===== src/rtl/fbs_pkg.sv =====
// constants and types for the flash boot and security map
// Behaviour
// [RULE1] boot select one: start at 0000h
// [RULE2] boot select zero (shipped): start at F400h
// [RULE3] lock bits: one unprogrammed, higher bits override
// [RULE4] level 2: block code reads, parallel programming
// [RULE5] level 3: also refuse parallel verify reads
// [RULE6] level 4: also forbid external execution
// [RULE7] shipped hardware lock bits give level 4
// [RULE8] hardware locks govern parallel only; software locks ISP
// [RULE9] chip erase clears flash, restores inactive security byte
// [RULE10] part identification readable at every level
// [RULE11] shipped: double speed one, oscillator range ones
// [RULE12] programmer writes 00h to boot state after ISP
// [RULE13] software level 2 rejects ISP flash programming
// [RULE14] software level 3 also refuses ISP verify
// [RULE15] software keeps soft lock bits 7-2 at one
// [RULE16] parallel protection needs hardware byte programmed too
// [RULE17] internal flash fills lowest 16K or 32K
// [RULE18] external pin high: internal, external above top
// [RULE19] external pin low: every fetch external
// [RULE20] leave top internal location vacant
// [RULE21] boot select bit 6, locks 2-0, double speed 7
// [RULE22] security levels sampled at reset, held
`default_nettype none
package fbs_pkg;
	localparam logic [7:0]  FBS_HW_SHIPPED   = 8'hb8;
	localparam logic [7:0]  FBS_HW_ERASED    = 8'hff;
	localparam int          FBS_BIT_DBL      = 7;
	localparam int          FBS_BIT_BOOT     = 6;
	localparam int          FBS_BIT_OSC_HI   = 5;
	localparam int          FBS_BIT_OSC_LO   = 4;
	localparam int          FBS_BIT_LK_HIGH  = 2;
	localparam int          FBS_BIT_LK_MID   = 1;
	localparam int          FBS_BIT_LK_LOW   = 0;
	localparam logic [7:0]  FBS_OFF_BOOT_ST  = 8'h00;
	localparam logic [7:0]  FBS_OFF_BOOT_VEC = 8'h01;
	localparam logic [7:0]  FBS_OFF_SOFT_LK  = 8'h05;
	localparam logic [7:0]  FBS_OFF_MAKER    = 8'h30;
	localparam logic [7:0]  FBS_OFF_FAMILY   = 8'h31;
	localparam logic [7:0]  FBS_OFF_MEMORY   = 8'h60;
	localparam logic [7:0]  FBS_OFF_NAME     = 8'h61;
	localparam logic [7:0]  FBS_RST_BYTE     = 8'hff;
	localparam logic [15:0] FBS_BOOT_APP     = 16'h0000;
	localparam logic [15:0] FBS_BOOT_LOADER  = 16'hf400;
	localparam logic [15:0] FBS_TOP_16K      = 16'h3fff;
	localparam logic [15:0] FBS_TOP_32K      = 16'h7fff;
	typedef enum logic [1:0] {
		FBS_LVL1 = 2'b00,
		FBS_LVL2 = 2'b01,
		FBS_LVL3 = 2'b10,
		FBS_LVL4 = 2'b11
	} fbs_level_t;
endpackage : fbs_pkg
`default_nettype wire


===== src/rtl/fbs_map.sv =====
// boot address, lock level decode, extra-array bytes and fetch steering
`default_nettype none
module fbs_map #(
	parameter logic [7:0] MAKER_ID  = 8'h11, // arbitrary value
	parameter logic [7:0] FAMILY_ID = 8'h22, // arbitrary value
	parameter logic [7:0] MEMORY_ID = 8'h33, // arbitrary value
	parameter logic [7:0] NAME_ID   = 8'h44, // arbitrary value
	parameter bit         SIZE_32K  = 1'b1
) (
	input  wire logic                clk,
	input  wire logic                sys_rst,
	input  wire logic                external_fetch_select,
	input  wire logic [15:0]         fetch_addr,
	input  wire logic                fetch_is_code_read,
	input  wire logic                fetch_from_external,
	input  wire logic                par_chip_erase,
	input  wire logic                par_prog_req,
	input  wire logic                par_verify_req,
	input  wire logic                par_hw_wr,
	input  wire logic [7:0]          par_hw_wdata,
	input  wire logic                xa_wr,
	input  wire logic                xa_rd,
	input  wire logic                xa_from_isp,
	input  wire logic [7:0]          xa_addr,
	input  wire logic [7:0]          xa_wdata,
	input  wire logic                isp_prog_req,
	input  wire logic                isp_verify_req,
	output logic [15:0]              boot_addr,
	output logic                     fetch_external,
	output logic                     fetch_denied,
	output logic                     par_prog_ok,
	output logic                     par_verify_ok,
	output logic                     isp_prog_ok,
	output logic                     isp_verify_ok,
	output logic                     flash_erase,
	output logic [7:0]               xa_rdata,
	output logic                     xa_rvalid,
	output logic [7:0]               hw_lock_byte,
	output fbs_pkg::fbs_level_t      hw_level,
	output fbs_pkg::fbs_level_t      soft_level,
	output logic                     double_speed_select,
	output logic [1:0]               osc_range_select
);
	import fbs_pkg::*;

	typedef struct packed {
		logic [7:0]  hw;
		logic [7:0]  boot_st;
		logic [7:0]  boot_vec;
		logic [7:0]  soft_lk;
		fbs_level_t  hw_lvl;
		fbs_level_t  sw_lvl;
		logic        ea_latch;
		logic        sampled;
		logic [15:0] boot;
		logic        f_ext;
		logic        f_deny;
		logic        p_prog;
		logic        p_ver;
		logic        i_prog;
		logic        i_ver;
		logic        erase;
		logic [7:0]  rdata;
		logic        rvalid;
	} fbs_state_t;

	fbs_state_t s_q;
	fbs_state_t s_d;

	function automatic fbs_level_t hw_decode(input logic [7:0] b);
		if (!b[FBS_BIT_LK_HIGH])     hw_decode = FBS_LVL4; // [RULE3]
		else if (!b[FBS_BIT_LK_MID]) hw_decode = FBS_LVL3; // [RULE3]
		else if (!b[FBS_BIT_LK_LOW]) hw_decode = FBS_LVL2;
		else                         hw_decode = FBS_LVL1;
	endfunction

	function automatic fbs_level_t sw_decode(input logic [7:0] b);
		// only bits 1-0 count; upper bits are software's to keep high
		if (!b[0] && !b[1]) sw_decode = FBS_LVL3; // [RULE15]
		else if (!b[0])     sw_decode = FBS_LVL2;
		else                sw_decode = FBS_LVL1;
	endfunction

	logic [15:0] top_addr;
	logic        above_top;
	logic        ext_pin;
	logic        wr_ok;

	always_comb begin
		s_d = s_q;
		top_addr  = SIZE_32K ? FBS_TOP_32K : FBS_TOP_16K; // [RULE17]
		s_d.rvalid = 1'b0;
		s_d.erase  = 1'b0;
		// one sample after reset release; held until the next reset or erase
		if (!s_q.sampled) begin
			s_d.sampled  = 1'b1;
			s_d.hw_lvl   = hw_decode(s_q.hw); // [RULE22]
			s_d.sw_lvl   = sw_decode(s_q.soft_lk); // [RULE22]
			s_d.ea_latch = external_fetch_select; // [RULE4]
			s_d.boot = s_q.hw[FBS_BIT_BOOT] ? FBS_BOOT_APP : FBS_BOOT_LOADER; // [RULE1] [RULE2]
		end
		// hardware levels gate parallel access only, software levels gate ISP
		s_d.p_prog = (s_d.hw_lvl == FBS_LVL1); // [RULE4] [RULE8]
		s_d.p_ver  = (s_d.hw_lvl == FBS_LVL1) || (s_d.hw_lvl == FBS_LVL2); // [RULE5]
		s_d.i_prog = (s_d.sw_lvl == FBS_LVL1); // [RULE13] [RULE8]
		s_d.i_ver  = (s_d.sw_lvl != FBS_LVL3); // [RULE14]
		ext_pin    = (s_q.hw_lvl == FBS_LVL1) ? external_fetch_select : s_q.ea_latch;
		above_top  = fetch_addr > top_addr;
		s_d.f_ext  = !ext_pin || above_top; // [RULE18] [RULE19]
		s_d.f_deny = ((s_q.hw_lvl != FBS_LVL1) && fetch_is_code_read && fetch_from_external
			&& !s_d.f_ext) // [RULE4]
			|| ((s_q.hw_lvl == FBS_LVL4) && s_d.f_ext); // [RULE6]
		if (par_chip_erase) begin
			s_d.hw     = FBS_HW_ERASED; // [RULE9]
			s_d.hw_lvl = FBS_LVL1; // [RULE9]
			s_d.erase  = 1'b1; // [RULE9]
			// erased byte is re-decoded next cycle, so boot and levels follow it
			s_d.sampled = 1'b0; // [RULE22]
		end else if (par_hw_wr) begin
			// programming only clears bits; levels and boot never follow it, as reset reloads FBS_HW_SHIPPED and erase loads FBS_HW_ERASED; clock selects at once
			s_d.hw = s_q.hw & par_hw_wdata; // [RULE21]
		end
		wr_ok = xa_from_isp ? s_q.i_prog : s_q.p_prog;
		if (xa_wr && wr_ok) begin
			if (xa_addr == FBS_OFF_BOOT_ST) begin
				s_d.boot_st = xa_wdata; // [RULE12]
			end else if (xa_addr == FBS_OFF_BOOT_VEC) begin
				s_d.boot_vec = xa_wdata;
			end else if (xa_addr == FBS_OFF_SOFT_LK) begin
				s_d.soft_lk = xa_wdata;
			end
		end
		if (xa_rd) begin
			s_d.rvalid = 1'b1;
			if (xa_addr == FBS_OFF_MAKER) begin
				s_d.rdata = MAKER_ID; // [RULE10]
			end else if (xa_addr == FBS_OFF_FAMILY) begin
				s_d.rdata = FAMILY_ID; // [RULE10]
			end else if (xa_addr == FBS_OFF_MEMORY) begin
				s_d.rdata = MEMORY_ID; // [RULE10]
			end else if (xa_addr == FBS_OFF_NAME) begin
				s_d.rdata = NAME_ID; // [RULE10]
			end else if (!(xa_from_isp ? s_q.i_ver : s_q.p_ver)) begin
				s_d.rdata = FBS_RST_BYTE;
			end else if (xa_addr == FBS_OFF_BOOT_ST) begin
				s_d.rdata = s_q.boot_st;
			end else if (xa_addr == FBS_OFF_BOOT_VEC) begin
				s_d.rdata = s_q.boot_vec;
			end else if (xa_addr == FBS_OFF_SOFT_LK) begin
				s_d.rdata = s_q.soft_lk;
			end else begin
				s_d.rdata = FBS_RST_BYTE;
			end
		end
	end

	always_ff @(posedge clk or posedge sys_rst) begin
		if (sys_rst) begin
			s_q <= '{hw: FBS_HW_SHIPPED, boot_st: FBS_RST_BYTE, boot_vec: FBS_RST_BYTE, // [RULE7] [RULE11]
				soft_lk: FBS_RST_BYTE, hw_lvl: FBS_LVL4, sw_lvl: FBS_LVL1, ea_latch: 1'b1,
				sampled: 1'b0, boot: FBS_BOOT_LOADER, f_ext: 1'b0, f_deny: 1'b0, p_prog: 1'b0,
				p_ver: 1'b0, i_prog: 1'b0, i_ver: 1'b0, erase: 1'b0, rdata: 8'h00, rvalid: 1'b0};
		end else begin
			s_q <= s_d;
		end
	end

	assign boot_addr           = s_q.boot;
	assign fetch_external      = s_q.f_ext;
	assign fetch_denied        = s_q.f_deny;
	assign par_prog_ok         = s_q.p_prog;
	assign par_verify_ok       = s_q.p_ver;
	assign isp_prog_ok         = s_q.i_prog;
	assign isp_verify_ok       = s_q.i_ver;
	assign flash_erase         = s_q.erase;
	assign xa_rdata            = s_q.rdata;
	assign xa_rvalid           = s_q.rvalid;
	assign hw_lock_byte        = s_q.hw;
	assign hw_level            = s_q.hw_lvl;
	assign soft_level          = s_q.sw_lvl;
	assign double_speed_select = s_q.hw[FBS_BIT_DBL]; // [RULE11]
	assign osc_range_select    = s_q.hw[FBS_BIT_OSC_HI:FBS_BIT_OSC_LO]; // [RULE11]
endmodule : fbs_map
`default_nettype wire


===== config.mk =====
export PLATFORM = sky130hd
export DESIGN_NAME = fbs_map
export DESIGN_NICKNAME = d
export VERILOG_FILES = /design/src/rtl/fbs_pkg.sv /design/src/rtl/fbs_map.sv
export SDC_FILE = /design/constraint.sdc
export NUM_CORES = 1
export LEC_CHECK = 0
export ABC_AREA = 1
export BUFFER_PORTS_ARGS = -buffer_cell sky130_fd_sc_hd__buf_2
export CORE_UTILIZATION = 30
export DETAILED_ROUTE_END_ITERATION = 7
export PLACE_DENSITY = 0.54
export SLEW_MARGIN = 20
export SYNTH_ARGS = -nofsm -noshare
export SYNTH_HDL_FRONTEND = slang
export SYNTH_SLANG_ARGS = --single-unit

===== constraint.sdc =====
create_clock -name clk -period 1.8 [get_ports clk]
set_input_delay 0.36 -clock clk [delete_from_list [all_inputs] [get_ports clk]]
set_output_delay 0.36 -clock clk [all_outputs]
set_load 0.05 [all_outputs]

==> results.sh, run 1 <==
export IMPL_status="finished, final reports clean"
export IMPL_rsz0062_at_grt="no"
export IMPL_cts_tree="yes"
export IMPL_post_synth_top_area_cell="dfstp_2"
export IMPL_arrival_ns=1.15
export IMPL_rows=34
export IMPL_layout_common_cells="nand2_1 (78), buf_2 (70), dfstp_2 (32)"
export IMPL_clkLatencyLatePin_ns=0.31
export IMPL_path_cells="buf_2"
export IMPL_relSlewSlack_pct=59.92
export IMPL_clk_path_buf_depth=2
export IMPL_multi_input_area_um2=954.7
export IMPL_cts_made_buffers=5
export IMPL_cts_root_buf="clkbuf_8"
export IMPL_endpoint_kind="primary output"
export IMPL_synthCells=317
export IMPL_grt_pass1_wl_mm=9.094
export IMPL_crit_path_max_incr_delay_ns=0.58
export IMPL_ff_latch_area_mm2=0.001416
export IMPL_grtUsageTotal_pct=12.00
export IMPL_ys_warn_count=0
export IMPL_worstMarginPinSlew_ns=0.5972
export IMPL_diodes=0
export IMPL_synthDistinctLibCells=29
export IMPL_r2r_start="par_prog_ok"
export IMPL_r2r_slack_ns=0.41
export IMPL_wl_per_cell_um=11.80
export IMPL_ff2ff_path_depth=5
export IMPL_drc=0
export IMPL_timing_hold_ws_ns=0.09365
export IMPL_fin_setup_tns_ns=0
export IMPL_antenna_found_initial=0
export IMPL_synth_top_area_share_pct=30.12
export IMPL_drv_cap=0
export IMPL_cp_top_family="flip-flops"
export IMPL_yosysSeqAreaShare_pct=50.74
export IMPL_vias=2029
export IMPL_layout_drive_gt1_share_pct=36.71
export IMPL_min_path_type="primary input to asynchronous set/reset pin"
export IMPL_postPlaceCellArea_mm2=0.003019
export IMPL_finalCriticalPeriod_ns=1.512
export IMPL_cts_sinks=55
export IMPL_globalRoute_totalOverflow=0
export IMPL_critPathBufInv=1
export IMPL_skew_ns=0.01099
export IMPL_postCtsSetupBuffers=0
export IMPL_dieArea_mm2=0.009694
export IMPL_power_leakage_nw=1.433
export IMPL_place_gp_congestion=0.7947
export IMPL_fin_cells=473
export IMPL_synthesis_area_mm2=0.002791
export IMPL_wirelength_mm=5.583
export IMPL_setup_viol=0
export IMPL_r2r_end="s_q[39]"
export IMPL_place_hpwl_mm=4.166
export IMPL_layout_commonest_cell="nand2_1"
export IMPL_drv_slew=0
export IMPL_num_fill_cells=937
export IMPL_hold_buffers=0
export IMPL_start_util_pct=31.55
export IMPL_drt_iter0_drc=83
export IMPL_port_buffers=70
export IMPL_nets=418
export IMPL_crit_type="flop to primary output"
export IMPL_via_per_inst=4.290
export IMPL_cts_resized_gates=0
export IMPL_dp_cells=465
export IMPL_min_period_over_period_pct=84.00
export IMPL_ir_drop_mv=0.2904
export IMPL_first_pass_iters=6
export IMPL_utilization_pct=35.15
export IMPL_critPathRequiredTime_ns=1.44
export IMPL_pin_count=101
export IMPL_fmax_mhz=661.4
export IMPL_power_density_mw_per_mm2=835.7
export IMPL_synth_seq_cells=55
export IMPL_worstPathMaxFanout=6
export IMPL_design_area_mm2=0.003110
export IMPL_hold_viol_final=0
export IMPL_cp_start_kind="flop"
export IMPL_synth_area_per_cell_um2=8.806
export IMPL_first_global_vias=1885
export IMPL_grt_max_degree=56
export IMPL_ant_nets=0
export IMPL_clock_tree_htree_level_count=2
export IMPL_crit_path_top_delay_cell="dfstp_2"
export IMPL_synthTopCellsByArea="dfstp_2 (30%), dfrtp_1 (21%), buf_4 (10%)"
export IMPL_dieHeight_um=98.46
export IMPL_core_area_mm2=0.008848
export IMPL_area_growth_pct=11.43
export IMPL_clkTransAtPathRegs_ns=0.10
export IMPL_dieWidth_um=98.46
## layer usage
metal / vias up / track usage (%) / part of all wire [%]
met2: 44 / 19.01 / 46
met1: 926 / 16.03 / 48
met4: 0 / 4.822 / 1.5
met3: 5 / 2.624 / 3.9
met5: - / 0 / 0
li1: 1054 / - / -
## synth_stat cells
library cell	n
a21boi_0	1
a21oi_1	7
buf_4	39
buf_6	3
clkbuf_1	1
clkinv_1	2
conb_1	1
dfrtp_1	23
dfstp_2	32
inv_1	30
inv_2	2
nand2_1	78
nand2_2	4
nand3_1	17
nand3_2	1
nand3_4	1
nand3b_1	6
nand4_1	2
nor2_1	15
nor2_2	3
nor2_4	2
o211ai_1	2
o21a_1	1
o21ai_0	11
o21ai_1	17
o21ai_2	8
o22ai_1	2
o31ai_1	2
or2_1	4
## logic make-up (layout without fill, tap and decap cells)
| group | Yosys count | count (layout) | share of synthesized area [%] |
|---|---|---|---|
| AO/OA/AOI/OAI | 51 | 51 | 10.85 |
| buffers and inverters | 77 | 115 | 16.41 |
| flip-flops | 55 | 55 | 50.74 |
| other | 1 | 11 | 0.1343 |
| AND/OR/NAND/NOR | 133 | 133 | 21.87 |
## worst max-delay path by stage
stage               cells past startpoint           from       endpoint  slack, ns
CTS                                     1  boot_addr[14]  boot_addr[13]       0.28
global route                            5    par_prog_ok        s_q[41]       0.25
detailed placement                      8     xa_addr[3]        s_q[39]       0.15
global placement                        8     xa_addr[3]        s_q[46]       0.17
finish                                  1  boot_addr[14]  boot_addr[14]       0.29
floorplan                               1        sys_rst   fetch_denied       0.15
## power breakdown
part,switching [W],internal (W)
registers,0.0000376,0.00132
clock network,0.000389,0.000312
logic,0.000418,0.000122
total,0.000844,0.00176
## flip-flops by register name (all words and copies together) (netlist names)
signal and flops:
xa_rvalid 1, isp_verify_ok 1, s_q 26, fetch_denied 1, xa_rdata 8, hw_level 2
soft_level 2, flash_erase 1, isp_prog_ok 1, boot_addr 1, par_verify_ok 1, fetch_external 1
hw_lock_byte 8, par_prog_ok 1
## layout make-up
type                    count  share of cell area (%)
flip-flops and latches     55                   45.54
well taps                 108                   4.344
repair buffers             73                   12.39
clock buffers               7                   2.776
multi-input cells         195                   30.69
clock inverters             1                  0.1609
inverters                  34                   4.103
## through the flow
stage          setup slack [ns]  total power [W]
2_1_floorplan            0.1500         0.001862
3_3_place_gp             0.1660         0.001924
3_5_place_dp             0.1474         0.001929
4_1_cts                  0.2754         0.002645
5_1_grt                  0.2507         0.002728
6_report                 0.2880         0.002600
Power figures use the tool's default switching activity.
==> run 2: changes to the inputs <==
Settings changed: ABC_AREA 1 to 0.
Clock period 1.8 ns to 1.45 ns, I/O delays scaled along.
==> results.sh, run 2 <==
export IMPL_status="finished, final reports clean"
export IMPL_nets=361
export IMPL_setup_viol=0
export IMPL_globalRoute_totalOverflow=0
export IMPL_crit_type="flop to primary output"
export IMPL_yosysSeqAreaShare_pct=52.58
export IMPL_drv_cap=0
export IMPL_ant_nets=0
export IMPL_antenna_found_initial=0
export IMPL_min_period_over_period_pct=97.38
export IMPL_clk_path_buf_depth=2
export IMPL_start_util_pct=30.89
export IMPL_grt_pass1_wl_mm=9.418
export IMPL_cts_sinks=55
export IMPL_synth_top_area_share_pct=31.21
export IMPL_first_pass_iters=4
export IMPL_hold_viol_final=0
export IMPL_critPathRequiredTime_ns=1.16
export IMPL_drc=0
export IMPL_critPathBufInv=1
export IMPL_ir_drop_mv=0.4621
export IMPL_power_leakage_nw=1.553
export IMPL_post_synth_top_area_cell="dfstp_2"
export IMPL_ys_warn_count=0
export IMPL_wl_per_cell_um=13.55
export IMPL_dieHeight_um=96.76
export IMPL_fmax_mhz=708.2
export IMPL_endpoint_kind="primary output"
export IMPL_postCtsSetupBuffers=0
export IMPL_postPlaceCellArea_mm2=0.003171
export IMPL_arrival_ns=1.12
export IMPL_pin_count=101
export IMPL_core_area_mm2=0.008721
export IMPL_layout_commonest_cell="buf_2"
export IMPL_dieWidth_um=96.76
export IMPL_largest_reg_flops=26
export IMPL_wirelength_mm=5.636
export IMPL_path_cells="buf_4"
export IMPL_clkTransAtPathRegs_ns=0.11
export IMPL_fin_cells=416
export IMPL_r2r_end="s_q[50]"
export IMPL_dieArea_mm2=0.009363
export IMPL_synthDistinctLibCells=39
export IMPL_skew_ns=0.004880
export IMPL_p_switching_w=0.001099
export IMPL_netlist_top_cells_count="buf_4 (38), dfstp_2 (32), mux2_2 (29)"
export IMPL_clock_tree_htree_level_count=2
export IMPL_cts_tree="yes"
export IMPL_synthTopCellsByArea="dfstp_2 (31%), dfrtp_1 (21%), mux2_2 (12%)"
export IMPL_synth_area_per_cell_um2=11.46
export IMPL_cp_top_family="flip-flops"
export IMPL_crit_path_top_delay_cell="dfstp_2"
export IMPL_switching_share_pct=33.13
export IMPL_grt_max_degree=20
export IMPL_layout_common_cells="buf_2 (56), dfstp_2 (32), buf_4 (28)"
export IMPL_synth_most_common_cell="buf_4"
export IMPL_drv_slew=0
export IMPL_dp_cells=407
export IMPL_p_int_w=0.002218
export IMPL_min_path_type="primary input to flop"
export IMPL_finalCriticalPeriod_ns=1.412
export IMPL_cts_root_buf="clkbuf_8"
export IMPL_whs_endpoint="flash_erase"
export IMPL_first_global_vias=1939
export IMPL_synth_seq_cells=55
export IMPL_diodes=0
export IMPL_pwr_share_seq_pct=50.9
export IMPL_ys_async_sr_fraction_pct=100.0
export IMPL_grtUsageTotal_pct=12.60
export IMPL_synthesis_area_mm2=0.002694
export IMPL_synthCells=235
export IMPL_crit_path_max_incr_delay_ns=0.59
export IMPL_pwr_share_clk_pct=27.1
export IMPL_largest_register="s_q"
export IMPL_layout_drive_gt1_share_pct=58.77
export IMPL_r2r_slack_ns=0.05
export IMPL_worstPathMaxFanout=6
export IMPL_holdCritStartpoint="par_chip_erase"
export IMPL_drt_iter0_drc=27
export IMPL_clkLatencyLatePin_ns=0.31
export IMPL_report_power_total_w=0.003317
export IMPL_synth_edf_count=0
export IMPL_design_area_mm2=0.003338
export IMPL_power_density_mw_per_mm2=993.6
export IMPL_cts_made_buffers=5
export IMPL_cp_start_kind="flop"
export IMPL_power_frac_comb_pct=22.0
export IMPL_rows=34
export IMPL_place_gp_congestion=0.7876
export IMPL_vias=1853
export IMPL_place_hpwl_mm=4.370
export IMPL_ff2ff_path_depth=5
export IMPL_via_per_inst=4.454
export IMPL_port_buffers=70
export IMPL_synthFlopType="dfstp_2"
export IMPL_hold_path_cell_count=1
export IMPL_area_growth_pct=23.92
export IMPL_r2r_start="par_prog_ok"
export IMPL_rsz0062_at_grt="yes"
run 2: changes by cell type after synthesis, moves of 5 or more:
cell      change
nor2_1        -7
inv_1        -17
o21ai_1      -17
nand3b_1      -5
mux2_2       +29
nand2_1      -64
o21ai_2       -8
nand3_1      -14
run 2: per-layer routing:
metal | track usage (%) | part of all wire, % | vias up
met1 | 16.05 | 46 | 863
met5 | 0 | 0 | -
li1 | - | - | 910
met4 | 3.559 | 1.3 | 0
met2 | 20.53 | 46 | 74
met3 | 3.974 | 7.0 | 6
run 2: area by class of cell:
type	count	area [um2]
Multi-Input combinational cell	134	996.0
Tap cell	108	135.1
Clock buffer	5	68.82
Timing Repair Buffer	97	635.6
Fill cell	872	5383
Inverter	14	56.30
Sequential cell	55	1419
Clock inverter	3	27.53
run 2: power groups by stage:
| stage | logic (W) | clock network (W) | registers (W) |
|---|---|---|---|
| floorplan | 0.000529 | 0 | 0.00177 |
| global placement | 0.000709 | 0 | 0.00171 |
| detailed placement | 0.000714 | 0 | 0.00171 |
| CTS | 0.000719 | 0.000962 | 0.00169 |
| global route | 0.000781 | 0.00102 | 0.00170 |
| finish | 0.000728 | 0.000899 | 0.00169 |
run 2: cell families (layout without fill, tap and decap cells):
| logic type | after synthesis | in the layout | synth area share (%) |
|---|---|---|---|
| other | 1 | 11 | 0.1392 |
| xor gates and xnor gates | 1 | 1 | 0.3252 |
| AOI/OAI and AO/OA | 45 | 45 | 10.59 |
| muxes | 33 | 33 | 13.66 |
| buffers and inverters | 56 | 119 | 13.14 |
| DFF | 55 | 55 | 52.58 |
| and+or+nand+nor | 44 | 44 | 9.569 |
run 2: worst max-delay path by stage:
| stage | startpoint | to | slack, ns | cells after the start |
|---|---|---|---|---|
| after detailed placement | xa_addr[6] | s_q[51] | -0.18 | 7 |
| after floorplan | par_prog_ok | s_q[46] | -0.12 | 4 |
| after global routing | boot_addr[14] | boot_addr[15] | -0.03 | 1 |
| final | boot_addr[14] | boot_addr[15] | 0.04 | 1 |
| after CTS | boot_addr[14] | boot_addr[12] | -0.04 | 1 |
| after global placement | xa_addr[6] | s_q[51] | -0.18 | 7 |
run 2: through the flow:
step,worst slack [ns],hold slack [ns],util (%),TNS [ns]
2_1_floorplan,-0.1205,0.3214,-,-1.682
3_3_place_gp,-0.1778,0.3280,36.36,-2.846
3_5_place_dp,-0.1821,0.3264,36.36,-2.825
4_1_cts,-0.03944,0.1093,37.63,-0.1886
5_1_grt,-0.03456,0.1219,38.28,-0.2188
6_report,0.03805,0.1215,38.28,0
run 2: timing repair:
action / CTS / global route
hold endpoints to repair: 10 / 0
hold buffers: 1 / 0
endpoints found under the setup margin: 7 / 17
cloned: 0 / 0
gates resized for setup: 2 / 24
